--- config.mk ---
export PLATFORM = sky130hd
export DESIGN_NAME = sdck_cmd
export DESIGN_NICKNAME = d
export VERILOG_FILES = /design/src/core/sdck_pkg.sv /design/src/core/sdck_row_mem.sv /design/src/core/sdck_cmd.sv
export SDC_FILE = /design/constraint.sdc
export NUM_CORES = 1
export LEC_CHECK = 0
export ABC_AREA = 1
export BUFFER_PORTS_ARGS = -buffer_cell sky130_fd_sc_hd__clkbuf_2
export CORE_MARGIN = 3
export CORE_UTILIZATION = 59
export DETAILED_ROUTE_END_ITERATION = 10
export MAX_ROUTING_LAYER = met4
export PLACE_DENSITY_LB_ADDON = 0.2
export RECOVER_POWER = 100
export SLEW_MARGIN = 0
export SYNTH_ARGS = -nofsm -noshare
export SYNTH_HDL_FRONTEND = slang
export SYNTH_SLANG_ARGS = --single-unit
--- constraint.sdc ---
create_clock -name mclk_i -period 2.8 [get_ports mclk_i]
set_input_delay 0.28 -clock mclk_i [delete_from_list [all_inputs] [get_ports mclk_i]]
set_output_delay 0.28 -clock mclk_i [all_outputs]
set_load 0.05 [all_outputs]
--- src/core/sdck_pkg.sv ---
// Purpose: Shared constants and types for the command-side state logic
// Assumes: Command pins come from logic on the same clock
// Notes:   All timing counts are in clock cycles of mclk_i
package sdck_pkg;

	// ------------------------------------------------------------
	// Widths
	// ------------------------------------------------------------
	localparam int BANK_W  = 3;
	localparam int NBANK   = 8;
	localparam int ROW_W   = 16;
	localparam int COL_W   = 10;
	localparam int CODE_W  = 6;
	localparam int CNT_W   = 10;

	// ------------------------------------------------------------
	// Address field positions
	// ------------------------------------------------------------
	localparam int A_AP    = 10;
	localparam int A_BC    = 12;
	localparam int A_COL_L = 3;
	localparam int A_COL_H = 9;

	// ------------------------------------------------------------
	// Timing counts
	// ------------------------------------------------------------
	localparam logic [CNT_W-1:0] ZQINIT_CYC = 10'h200;
	localparam logic [CNT_W-1:0] ZQOPER_CYC = 10'h100;
	localparam logic [CNT_W-1:0] ZQCS_CYC   = 10'h040;
	localparam logic [CNT_W-1:0] RFC_CYC    = 10'h040;
	localparam logic [2:0]       LAST_BL8   = 3'h7;
	localparam logic [2:0]       LAST_BC4   = 3'h3;

	// ------------------------------------------------------------
	// Types
	// ------------------------------------------------------------
	typedef enum logic [4:0] {
		ST_IDLE   = 5'h01,
		ST_ACTIVE = 5'h02,
		ST_PD_PRE = 5'h04,
		ST_PD_ACT = 5'h08,
		ST_SELF   = 5'h10
	} sdck_state_t;

	typedef enum logic [3:0] {
		CMD_DES  = 4'h0,
		CMD_NOP  = 4'h1,
		CMD_MRS  = 4'h2,
		CMD_REF  = 4'h3,
		CMD_PRE  = 4'h4,
		CMD_PREA = 4'h5,
		CMD_ACT  = 4'h6,
		CMD_WR   = 4'h7,
		CMD_RD   = 4'h8,
		CMD_ZQCL = 4'h9,
		CMD_ZQCS = 4'ha
	} sdck_cmd_t;

endpackage : sdck_pkg

--- src/core/sdck_row_mem.sv ---
// Purpose: Open-row store, one row number per bank
// Assumes: One write port, one read port, same clock
// Notes:   Read data is registered, valid one cycle after raddr_i
`timescale 1ns/1ps
module sdck_row_mem (
	// Clock and reset
	input  wire logic                          mclk_i,
	input  wire logic                          resetn_i,
	// Write side
	input  wire logic                          we_i,
	input  wire logic [sdck_pkg::BANK_W-1:0]   waddr_i,
	input  wire logic [sdck_pkg::ROW_W-1:0]    wdata_i,
	// Read side
	input  wire logic [sdck_pkg::BANK_W-1:0]   raddr_i,
	output logic      [sdck_pkg::ROW_W-1:0]    rdata_o
);
	import sdck_pkg::*;

	logic [ROW_W-1:0] mem [NBANK];

	always_ff @(posedge mclk_i) begin
		if (we_i) begin
			mem[waddr_i] <= wdata_i;
		end
	end

	// Write-through so a read of the bank written on the same edge sees the new row
	always_ff @(posedge mclk_i or negedge resetn_i) begin
		if (!resetn_i) begin
			rdata_o <= '0;
		end else if (we_i && waddr_i == raddr_i) begin
			rdata_o <= wdata_i;
		end else begin
			rdata_o <= mem[raddr_i];
		end
	end

endmodule : sdck_row_mem

--- src/core/sdck_cmd.sv ---
// Purpose: Clock-enable power states, command decode, ZQ and READ handling
// Assumes: Controller logic shares mclk_i; pins sampled on each rising edge
// Notes:   WRITE data path, mode registers and analog timing are outside
//
// Contract
// - Unlisted state, clock-enable and command combinations are illegal; never issued.
// - Low-low clock enable keeps power-down or self refresh; rise with DES/NOP exits.
// - Falling enable with DES/NOP while busy or active enters power-down.
// - Falling enable when idle: DES/NOP gives precharge power-down, REFRESH self refresh.
// - Transition-edge command must be legal; termination input never affects power state.
// - Chip select high ignores other pins; running work continues.
// - NOP registers no command and lets running work finish.
// - Long calibration runs the engine, then loads driver and termination codes.
// - Short calibration does a reduced recalibration; controller waits its window.
// - Short calibration completes its correction within 64 clock cycles.
// - ACTIVATE opens the row on the address pins in the addressed bank.
// - An opened row stays available until that bank is precharged.
// - READ low address bits set start column; order follows length and type.
// - Address bit 10 at READ selects auto precharge when high.
// - Auto precharge closes the row after the burst; otherwise it stays open.
// - With on-the-fly enabled, bit 12 low chops to four beats, high gives eight.
// - An accepted READ burst runs to completion and cannot be cut short.
// - READ decodes as select low, row high, column low, write-enable high.
// - Commands decode from select, strobes and clock enable on the rising edge.
// - Power-down does no refresh of its own; controller keeps scheduling it.
`timescale 1ns/1ps
module sdck_cmd (
	// Clock and reset
	input  wire logic                          mclk_i,
	input  wire logic                          resetn_i,
	// Command pins
	input  wire logic                          cke_i,
	input  wire logic                          cs_n_i,
	input  wire logic                          ras_n_i,
	input  wire logic                          cas_n_i,
	input  wire logic                          we_n_i,
	input  wire logic [sdck_pkg::BANK_W-1:0]   ba_i,
	input  wire logic [sdck_pkg::ROW_W-1:0]    addr_i,
	// Configuration
	input  wire logic                          otf_en_i,
	input  wire logic                          fixed_bc4_i,
	input  wire logic                          interleave_i,
	input  wire logic                          init_done_i,
	input  wire logic [2*sdck_pkg::CODE_W-1:0] cal_code_i,
	// Power and bank status
	output logic      [4:0]                    pstate_o,
	output logic                               pd_o,
	output logic                               self_ref_o,
	output logic      [sdck_pkg::NBANK-1:0]    bank_open_o,
	output logic                               refreshing_o,
	output logic                               illegal_o,
	// Read burst
	output logic                               rd_busy_o,
	output logic      [sdck_pkg::BANK_W-1:0]   rd_bank_o,
	output logic      [sdck_pkg::ROW_W-1:0]    rd_row_o,
	output logic      [sdck_pkg::COL_W-1:0]    rd_col_o,
	output logic                               rd_chop_o,
	output logic                               rd_ap_o,
	// Calibration
	output logic                               cal_busy_o,
	output logic                               cal_long_o,
	output logic                               cal_update_o,
	output logic      [sdck_pkg::CODE_W-1:0]   ron_code_o,
	output logic      [sdck_pkg::CODE_W-1:0]   odt_code_o
);
	import sdck_pkg::*;

	// ------------------------------------------------------------
	// State
	// ------------------------------------------------------------
	typedef struct packed {
		sdck_state_t      state;
		logic             cke_prev;
		logic [NBANK-1:0] open;
		logic             rd_busy;
		logic [2:0]       rd_beat;
		logic [2:0]       rd_start;
		logic [6:0]       rd_col_hi;
		logic [2:0]       rd_col;
		logic [BANK_W-1:0] rd_bank;
		logic             rd_chop;
		logic             rd_ap;
		logic             rd_inter;
		logic             cal_busy;
		logic             cal_long;
		logic [CNT_W-1:0] cal_cnt;
		logic             cal_upd;
		logic [CODE_W-1:0] ron;
		logic [CODE_W-1:0] odt;
		logic [CNT_W-1:0] ref_cnt;
		logic             illegal;
		logic             rd_take;
		logic [ROW_W-1:0] rd_row;
	} sdck_regs_t;

	sdck_regs_t r;
	sdck_regs_t next_r;

	// ------------------------------------------------------------
	// Functions
	// ------------------------------------------------------------
	function automatic sdck_cmd_t cmd_decode(input logic cs_n, input logic ras_n,
		input logic cas_n, input logic we_n, input logic a10);
		logic [2:0] s;
		s = {ras_n, cas_n, we_n};
		if (cs_n) begin
			cmd_decode = CMD_DES;
		end else begin
			case (s)
				3'h0:    cmd_decode = CMD_MRS;
				3'h1:    cmd_decode = CMD_REF;
				3'h2:    cmd_decode = a10 ? CMD_PREA : CMD_PRE;
				3'h3:    cmd_decode = CMD_ACT;
				3'h4:    cmd_decode = CMD_WR;
				3'h5:    cmd_decode = CMD_RD;
				3'h6:    cmd_decode = a10 ? CMD_ZQCL : CMD_ZQCS;
				default: cmd_decode = CMD_NOP;
			endcase
		end
	endfunction : cmd_decode

	// Sequential order wraps inside the nibble, interleaved is an XOR
	function automatic logic [2:0] burst_col(input logic [2:0] start, input logic [2:0] beat,
		input logic inter, input logic chop);
		logic [1:0] lo;
		lo = start[1:0] + beat[1:0];
		if (inter) begin
			burst_col = start ^ beat;
		end else if (chop) begin
			burst_col = {start[2], lo};
		end else begin
			burst_col = {start[2] ^ beat[2], lo};
		end
	endfunction : burst_col

	// ------------------------------------------------------------
	// Decode
	// ------------------------------------------------------------
	sdck_cmd_t cmd;
	logic      desnop;
	logic      awake;
	logic      quiet;
	logic      rd_last;
	logic      new_chop;
	logic      act_we;
	logic [ROW_W-1:0] row_q;

	// Termination input deliberately not a port: it never steers power state
	always_comb begin
		cmd      = cmd_decode(cs_n_i, ras_n_i, cas_n_i, we_n_i, addr_i[A_AP]);
		desnop   = (cmd == CMD_DES) || (cmd == CMD_NOP);
		awake    = (r.state == ST_IDLE) || (r.state == ST_ACTIVE);
		quiet    = !r.rd_busy && !r.cal_busy && (r.ref_cnt == '0);
		rd_last  = r.rd_busy && (r.rd_beat == (r.rd_chop ? LAST_BC4 : LAST_BL8));
		new_chop = otf_en_i ? !addr_i[A_BC] : fixed_bc4_i;
		act_we   = awake && r.cke_prev && cke_i && (cmd == CMD_ACT)
			&& !r.open[ba_i] && r.ref_cnt == '0;
	end

	// ------------------------------------------------------------
	// Next state
	// ------------------------------------------------------------
	always_comb begin
		next_r          = r;
		next_r.cke_prev = cke_i;
		next_r.illegal  = 1'b0;
		next_r.cal_upd  = 1'b0;

		// Running work advances whatever the command, even in power-down
		if (r.rd_busy) begin
			next_r.rd_beat = r.rd_beat + 3'h1;
			next_r.rd_col  = burst_col(r.rd_start, r.rd_beat + 3'h1, r.rd_inter, r.rd_chop);
			if (rd_last) begin
				next_r.rd_busy = 1'b0;
				if (r.rd_ap) begin
					next_r.open[r.rd_bank] = 1'b0;
				end
			end
		end
		if (r.ref_cnt != '0) begin
			next_r.ref_cnt = r.ref_cnt - 10'h001;
		end
		if (r.cal_busy) begin
			if (r.cal_cnt == 10'h001) begin
				next_r.cal_busy = 1'b0;
				next_r.cal_upd  = 1'b1;
				next_r.ron      = cal_code_i[CODE_W-1:0];
				next_r.odt      = cal_code_i[2*CODE_W-1:CODE_W];
			end
			next_r.cal_cnt = r.cal_cnt - 10'h001;
		end

		case (r.state)
			ST_PD_PRE, ST_PD_ACT, ST_SELF: begin
				if (r.cke_prev && cke_i) begin
					next_r.illegal = 1'b1;
				end else if (!r.cke_prev && cke_i) begin
					if (desnop) begin
						next_r.state = (r.state == ST_PD_ACT) ? ST_ACTIVE : ST_IDLE;
					end else begin
						next_r.illegal = 1'b1;
					end
				end
				// Low-low keeps the state, no refresh is started here
			end
			ST_IDLE, ST_ACTIVE: begin
				if (r.cke_prev && !cke_i) begin
					if (desnop) begin
						if (r.open != '0 || r.rd_busy) begin
							next_r.state = ST_PD_ACT;
						end else begin
							next_r.state = ST_PD_PRE;
						end
					end else if (cmd == CMD_REF && r.open == '0 && quiet) begin
						next_r.state = ST_SELF;
					end else begin
						next_r.illegal = 1'b1;
					end
				end else if (r.cke_prev && cke_i) begin
					case (cmd)
						CMD_DES, CMD_NOP: begin
						end
						CMD_ACT: begin
							if (act_we) begin
								next_r.open[ba_i] = 1'b1;
							end else begin
								next_r.illegal = 1'b1;
							end
						end
						CMD_PRE: begin
							if (!(r.rd_busy && r.rd_bank == ba_i)) begin
								next_r.open[ba_i] = 1'b0;
							end else begin
								next_r.illegal = 1'b1;
							end
						end
						CMD_PREA: begin
							if (!r.rd_busy) begin
								next_r.open = '0;
							end else begin
								next_r.illegal = 1'b1;
							end
						end
						CMD_REF: begin
							if (r.open == '0 && quiet) begin
								next_r.ref_cnt = RFC_CYC;
							end else begin
								next_r.illegal = 1'b1;
							end
						end
						CMD_ZQCL, CMD_ZQCS: begin
							if (r.open == '0 && quiet) begin
								next_r.cal_busy = 1'b1;
								next_r.cal_long = (cmd == CMD_ZQCL);
								if (cmd == CMD_ZQCS) begin
									next_r.cal_cnt = ZQCS_CYC;
								end else if (init_done_i) begin
									next_r.cal_cnt = ZQOPER_CYC;
								end else begin
									next_r.cal_cnt = ZQINIT_CYC;
								end
							end else begin
								next_r.illegal = 1'b1;
							end
						end
						CMD_RD: begin
							if (r.open[ba_i] && !r.rd_busy) begin
								next_r.rd_busy   = 1'b1;
								next_r.rd_beat   = 3'h0;
								next_r.rd_bank   = ba_i;
								next_r.rd_start  = addr_i[2:0];
								next_r.rd_col    = addr_i[2:0];
								next_r.rd_col_hi = addr_i[A_COL_H:A_COL_L];
								next_r.rd_ap     = addr_i[A_AP];
								next_r.rd_chop   = new_chop;
								next_r.rd_inter  = interleave_i;
							end else begin
								next_r.illegal = 1'b1;
							end
						end
						default: begin
							// Mode set and write are accepted without effect here
						end
					endcase
				end
				if (next_r.state == ST_IDLE || next_r.state == ST_ACTIVE) begin
					next_r.state = (next_r.open != '0) ? ST_ACTIVE : ST_IDLE;
				end
			end
			default: begin
				next_r.state = ST_IDLE;
			end
		endcase

		// Row of the accepted READ, caught from the store one cycle later
		next_r.rd_take = !r.rd_busy && next_r.rd_busy;
		next_r.rd_row  = r.rd_take ? row_q : r.rd_row;
	end

	// ------------------------------------------------------------
	// Registers
	// ------------------------------------------------------------
	always_ff @(posedge mclk_i or negedge resetn_i) begin
		if (!resetn_i) begin
			r          <= '0;
			r.state    <= ST_IDLE;
		end else begin
			r <= next_r;
		end
	end

	// ------------------------------------------------------------
	// Row store
	// ------------------------------------------------------------
	sdck_row_mem u_row_mem (
		.mclk_i   (mclk_i),
		.resetn_i (resetn_i),
		.we_i     (act_we),
		.waddr_i  (ba_i),
		.wdata_i  (addr_i),
		.raddr_i  (ba_i),
		.rdata_o  (row_q)
	);

	// ------------------------------------------------------------
	// Outputs
	// ------------------------------------------------------------
	always_comb begin
		pstate_o     = r.state;
		pd_o         = (r.state == ST_PD_PRE) || (r.state == ST_PD_ACT);
		self_ref_o   = (r.state == ST_SELF);
		bank_open_o  = r.open;
		refreshing_o = (r.ref_cnt != '0);
		illegal_o    = r.illegal;
		rd_busy_o    = r.rd_busy;
		rd_bank_o    = r.rd_bank;
		rd_row_o     = r.rd_take ? row_q : r.rd_row;
		rd_col_o     = {r.rd_col_hi, r.rd_col};
		rd_chop_o    = r.rd_chop;
		rd_ap_o      = r.rd_ap;
		cal_busy_o   = r.cal_busy;
		cal_long_o   = r.cal_long;
		cal_update_o = r.cal_upd;
		ron_code_o   = r.ron;
		odt_code_o   = r.odt;
	end

endmodule : sdck_cmd

## Yosys cells after proc, flatten, opt, wreduce, memory -nomap -nowiden

Memories as Yosys holds them, arrays and structs flattened. A register that Yosys moved wholly into a read port is not among the register bits.
Cells that the tools add are included.

- Muxes and demuxes: 70
- Add/sub/neg operators: 4
- Bitwise logic cells: 7
- Eq/ne operators: 33
- Reductions and logical operators: 46
- Magnitude comparators: 4

Operators with widths:

| cell | number |
|---|---|
| two-way mux 43 bit | 4 |
| two-way mux 10 bit | 7 |
| two-way mux 23 bit | 3 |
| two-way mux 5 bit | 8 |
| two-way mux 12 bit | 3 |
| two-way mux 8 bit | 4 |
| one-hot mux 4 bit (7 select lines) | 1 |
| one-hot mux 8 bit (3 select lines) | 1 |
| two-way mux 1 bit | 20 |
| subtractor 10 x 1 -> 10 bit (second input constant) | 2 |
| logical AND 1 bit | 19 |
| bitwise AND 8 bit | 2 |
| two-way mux 16 bit | 1 |
| inverter 8 bit | 2 |
| nonzero test 8 bit | 2 |
| inequality test 2 bit (second input constant) | 7 |
| two-way mux 13 bit | 1 |
| equality test 4 x 3 -> 1 bit (second input constant) | 3 |
| equality test 4 bit (second input constant) | 3 |
| two-way mux 3 bit | 4 |
| two-way mux 11 bit | 1 |
| equality test 10 x 1 -> 1 bit (second input constant) | 1 |
| equality test 5 x 1 -> 1 bit (second input constant) | 2 |
| equality test 5 x 2 -> 1 bit (second input constant) | 2 |
| other kinds (37) | 61 |

- Logic and storage cells: 187
- Output and inout bits: 64
- Memories kept: 1
- Bits of input ports: 42
- Register bits: 90
- RAM bits: 128

Memories:

| memory | words | bits a word | read ports | clocked after memory_dff | write ports | line | source |
|---|---|---|---|---|---|---|---|
| u_row_mem.mem | 8 | 16 | 1 | 1 | 1 | sdck_row_mem.sv:19 | `logic [ROW_W-1:0] mem [NBANK];` |

## Logic depth before layout (Yosys ltp)

- Depth in word-level cells: 19
- Depth in mapped cells: 15
- Gate-level depth less buffers: 15

## By module

Synthesis repeated with hierarchy kept, for this count alone.

- Cell total of the unflattened synthesis: 1262
- Area, all modules: 11387.2 um^2

By module, submodules not included:

| module | seq. area each (um^2) | area each (um^2) | cells each | instances |
|---|---|---|---|---|
| sdck_row_mem | 4244.1 | 6105.9 | 587 | 1 |
| sdck_cmd | 2253.4 | 5281.3 | 675 | 1 |

## Worst setup path after synthesis

OpenSTA, ideal clock, no wires.

- Path type: register to register
- Start: reg r, in the netlist pstate_o[1]
- End: reg r, in the netlist pstate_o[3]
- Data arrival time: 2.275 ns
- Stages on the path, launching flop included: 8
- Buffers on the path: 0
- Setup time: 0.083 ns
- Clock period less this slack: 2.358 ns
- Data required time: 2.717 ns
- Setup slack: 0.442 ns
- Path through: dfrtp_1 > nor2_1 > nand3_1 > o21ai_0 > nor2_1 > a21oi_1 > inv_1 > o21ai_0

- Word-level cells in the longest chain between the ends: 8
- Elaborated cells between the ends (all ways): 20
- Classes of those cells: eq/ne (10); mux (6); reduce/logical (4)

Ends and longest elaborated chain:

| element | line | source |
|---|---|---|
| from (decl) | sdck_cmd.sv:96 | `sdck_regs_t r;` |
| from (signal assigned) | sdck_cmd.sv:308 | `r <= next_r;` |
| two-way mux 5 bit | sdck_cmd.sv:214 | `end else if (cmd == CMD_REF && r.open == '0 && quiet) begin` |
| two-way mux 5 bit | sdck_cmd.sv:208 | `if (desnop) begin` |
| two-way mux 5 bit | sdck_cmd.sv:207 | `if (r.cke_prev && !cke_i) begin` |
| two-way mux 5 bit | sdck_cmd.sv:193 | `case (r.state)` |
| equality test 5 x 1 -> 1 bit or equality test 5 x 2 -> 1 bit (tied branches) | sdck_cmd.sv:286 | `if (next_r.state == ST_IDLE \|\| next_r.state == ST_ACTIVE) begin` |
| logical OR 1 bit | sdck_cmd.sv:286 |  |
| two-way mux 5 bit | sdck_cmd.sv:286 |  |
| one-hot mux 5 bit (2 select lines) | sdck_cmd.sv:193 |  |

Parallel ways exist; a longest one is shown, timed or not. The select of a mux whose other input is x is not followed.
A chain may end at the register's enable or synchronous reset.

## Final worst setup path

- Start: reg r[16] in the netlist's numbering
- End: out rd_row_o[2] in the netlist's numbering

- Word-level cells in the longest chain between the ends: 1

Ends and longest elaborated chain:

| element | line | source |
|---|---|---|
| two-way mux 16 bit | sdck_cmd.sv:337 | `rd_row_o = r.rd_take ? row_q : r.rd_row;` |
| to (decl) | sdck_cmd.sv:55 | `output logic [sdck_pkg::ROW_W-1:0] rd_row_o,` |

No other way between the ends.

==> metrics.cfg <==
[status]
status = finished clean

[route]
drtPass1Iterations = 5
drt_first_iter_violations = 627
detail-route-antenna-nets = 0
drc = 0
vias = 7231
routed_wl_mm = 23.8
viasPerCell = 5.58
wl_per_cell_um = 18.3

[logic_synthesis]
synthArstFlopShare = 0.453
netlist_top_cells_area = edfxtp_1, dfrtp_1, nand2_1
ys_seq_area_frac = 0.628
synth_common_cells = nand2_1, edfxtp_1, dfrtp_1
synth-adder-area-share = 0.00605
yosys.area_share.simple = 0.172
synth_mux_area_frac = 0.0174
synth_top_family_by_area = simple AND/OR/NAND/NOR gates
yosys_warnings = 0
ys_ff_latch = 234
syn_inst = 969
syn_area_per_cell_um2 = 10.7
synth-edff-count = 128
synth_top_area_cell = edfxtp_1
ys_types = 49
synthesis.area_um2 = 10300
synth-xor-area-share = 0.0110
yosysMostFrequentCell = nand2_1
synth_compound_area_frac = 0.0837
syn-num-nets = 1016
synth_top_flop_cell = edfxtp_1
netlist.area_leader.share = 0.372

[power_and_ir_drop]
peakVddDrop_mv = 0.652
total_power_mw = 9.11
powerDensity_nw_per_um2 = 781
leakagePower_nw = 4.92

[die]
core_area_um2 = 16900
fp.dieW_um = 138
dieArea_um2 = 19200
rows = 47
fp.dieH_um = 138
start_util = 0.613
ios = 106

[worst_setup_path]
criticalPathCategory = register to output port
crit_path_end_kind = output port
worst-r2r-cell-count = 11
timing.rr.start = r[18]
cp_slowest_stage_delay_ns = 0.92
worstPathRequired_ns = 2.52
worstPathCellList = mux2_1, clkbuf_1
worstPathMaxFanout = 16
arrival_ns = 2.23
startpoint_type = register
slowest_stage = dfrtp_1
r2r-end = u_row_mem.mem[4][5]
rrSetupSlack_ns = 0.32

[cells_and_area]
diodes = 0
area_growth_pct = 12.8
multiInputGateArea_um2 = 2990
final_cells = 1297
fillers = 1259
final_util = 0.691
final_nets = 1106
fin_area_um2 = 11700
drive_gt1_frac = 0.123
seq_area_um2 = 6500

[sta]
maxSlewViolCount = 0
clock.fmax_mhz = 398
finClkSkew_ns = 0.00913
setup_tns_ns = 0
whs_ns = 0.0364
rsz0062_at_grt = false
tightest_slew_ns = 1.07
finalHoldViolCount = 0
setup_ws_ns = 0.286
finalCritPeriodShare = 0.898
setup_viol = 0
fin_crit_ns = 2.51
maxSlewHeadroom = 0.287

[placement]
post-place-ws_ns = 0.403
placed_cell_area_um2 = 10800
gp_congestion = 0.902
dp_hpwl_mm = 15.9
dp_cells = 1238
port-buffer-count = 105

[global_routing]
grt_util_all_layers = 0.255
gr-total-overflow = 0
grt_pass1_vias = 7164
antenna_found_initial = 0
grt_start_max_net_pins = 44
grt_pass1_wl_mm = 38.4

[clock_tree]
clk_pin_slew_worst_paths_ns = 0.06
root_buffer = clkbuf_16
post_cts_resized = 0
numCtsBuffers = 24
cts_buffer_depth = 3
htree_num_levels = 1
tritoncts = done
clock_latency_ns = 0.51
clock_sinks = 234

[min_path]
hold_depth = 3
min-delay-start = init_done_i
holdPathEnd = r[49]
hp-class = input port to register

[job]
cap_violations = 0

critical path, delay by kind of cell (launching register included):
family                 cells  cell delay [ns]
DFF                        1             0.92
buffers and inverters      1             0.49
muxes                      1             0.30
registers in the layout, summed over array words and instances, names as in the netlist, 3 cells and up:
name and cells:
rd_col_o 10, u_row_mem.rdata_o 16, pstate_o 5, u_row_mem.mem 128, rd_bank_o 3, ron_code_o 6
r 45, bank_open_o 8, odt_code_o 6
layout by cell type (no fill, tap or decap), types with 6 or more instances in the layout:
master / n
nand2_1: 255
clkbuf_1: 81
mux2_1: 14
dlygate4sd3_1: 15
inv_1: 77
dfrtp_1: 105
clkbuf_16: 25
nand4_1: 14
nor3_1: 9
nor3_2: 7
xor2_1: 8
a22oi_1: 17
buf_4: 15
a221oi_1: 15
clkbuf_2: 29
edfxtp_1: 128
o21ai_0: 56
inv_2: 11
a21oi_1: 18
nand2_2: 6
nor2_1: 57
nand3_1: 24
a22o_1: 7
a41oi_1: 7
area by class of cell:
| class | count | share of cell area |
|---|---|---|
| clock buffer | 26 | 0.0539 |
| multi-input combinational | 567 | 0.256 |
| tap | 220 | 0.0236 |
| timing repair buffer | 143 | 0.0633 |
| sequential | 234 | 0.557 |
| clock inverter | 18 | 0.0174 |
| inverter | 89 | 0.0286 |
metal layers:
metal,up-vias,track usage,share of wire
met1,3482,0.339,0.42
met2,290,0.410,0.48
met5,-,-,0
met4,0,0.0692,0.024
met3,44,0.0477,0.076
li1,3415,-,-
where the power goes:
group          total, mW  switching, mW  internal [mW]
combinational       1.79           1.37          0.426
clock               3.33           1.33           2.00
sequential          3.99          0.158           3.83
cells by family (layout without fill, tap and decap cells):
logic type,count (synthesis),count (layout)
AO/OA/AOI/OAI,135,135
XOR/XNOR,13,13
adder cells (fa/ha/maj),5,5
buffers and inverters,168,276
flip-flops,234,234
multiplexers,16,16
AND/OR/NAND/NOR,398,398
worst max-delay path by stage:
stage / start / end / slack [ns] / cells after the start
3_5_place_dp: r[18] / u_row_mem.mem[2][5] / 0.40 / 11
4_1_cts: r[18] / u_row_mem.mem[2][10] / 0.37 / 11
3_3_place_gp: r[18] / u_row_mem.mem[0][11] / 0.45 / 11
2_1_floorplan: pstate_o[1] / pstate_o[3] / 0.44 / 7
6_report: r[16] / rd_row_o[2] / 0.29 / 2
5_1_grt: r[18] / u_row_mem.mem[4][12] / 0.07 / 11
what timing repair did:
action	CTS	global route
hold buffers	15	0
hold endpoints to repair	54	0
setup buffers	0	0
Note: power is estimated with default switching activity, not from simulation.
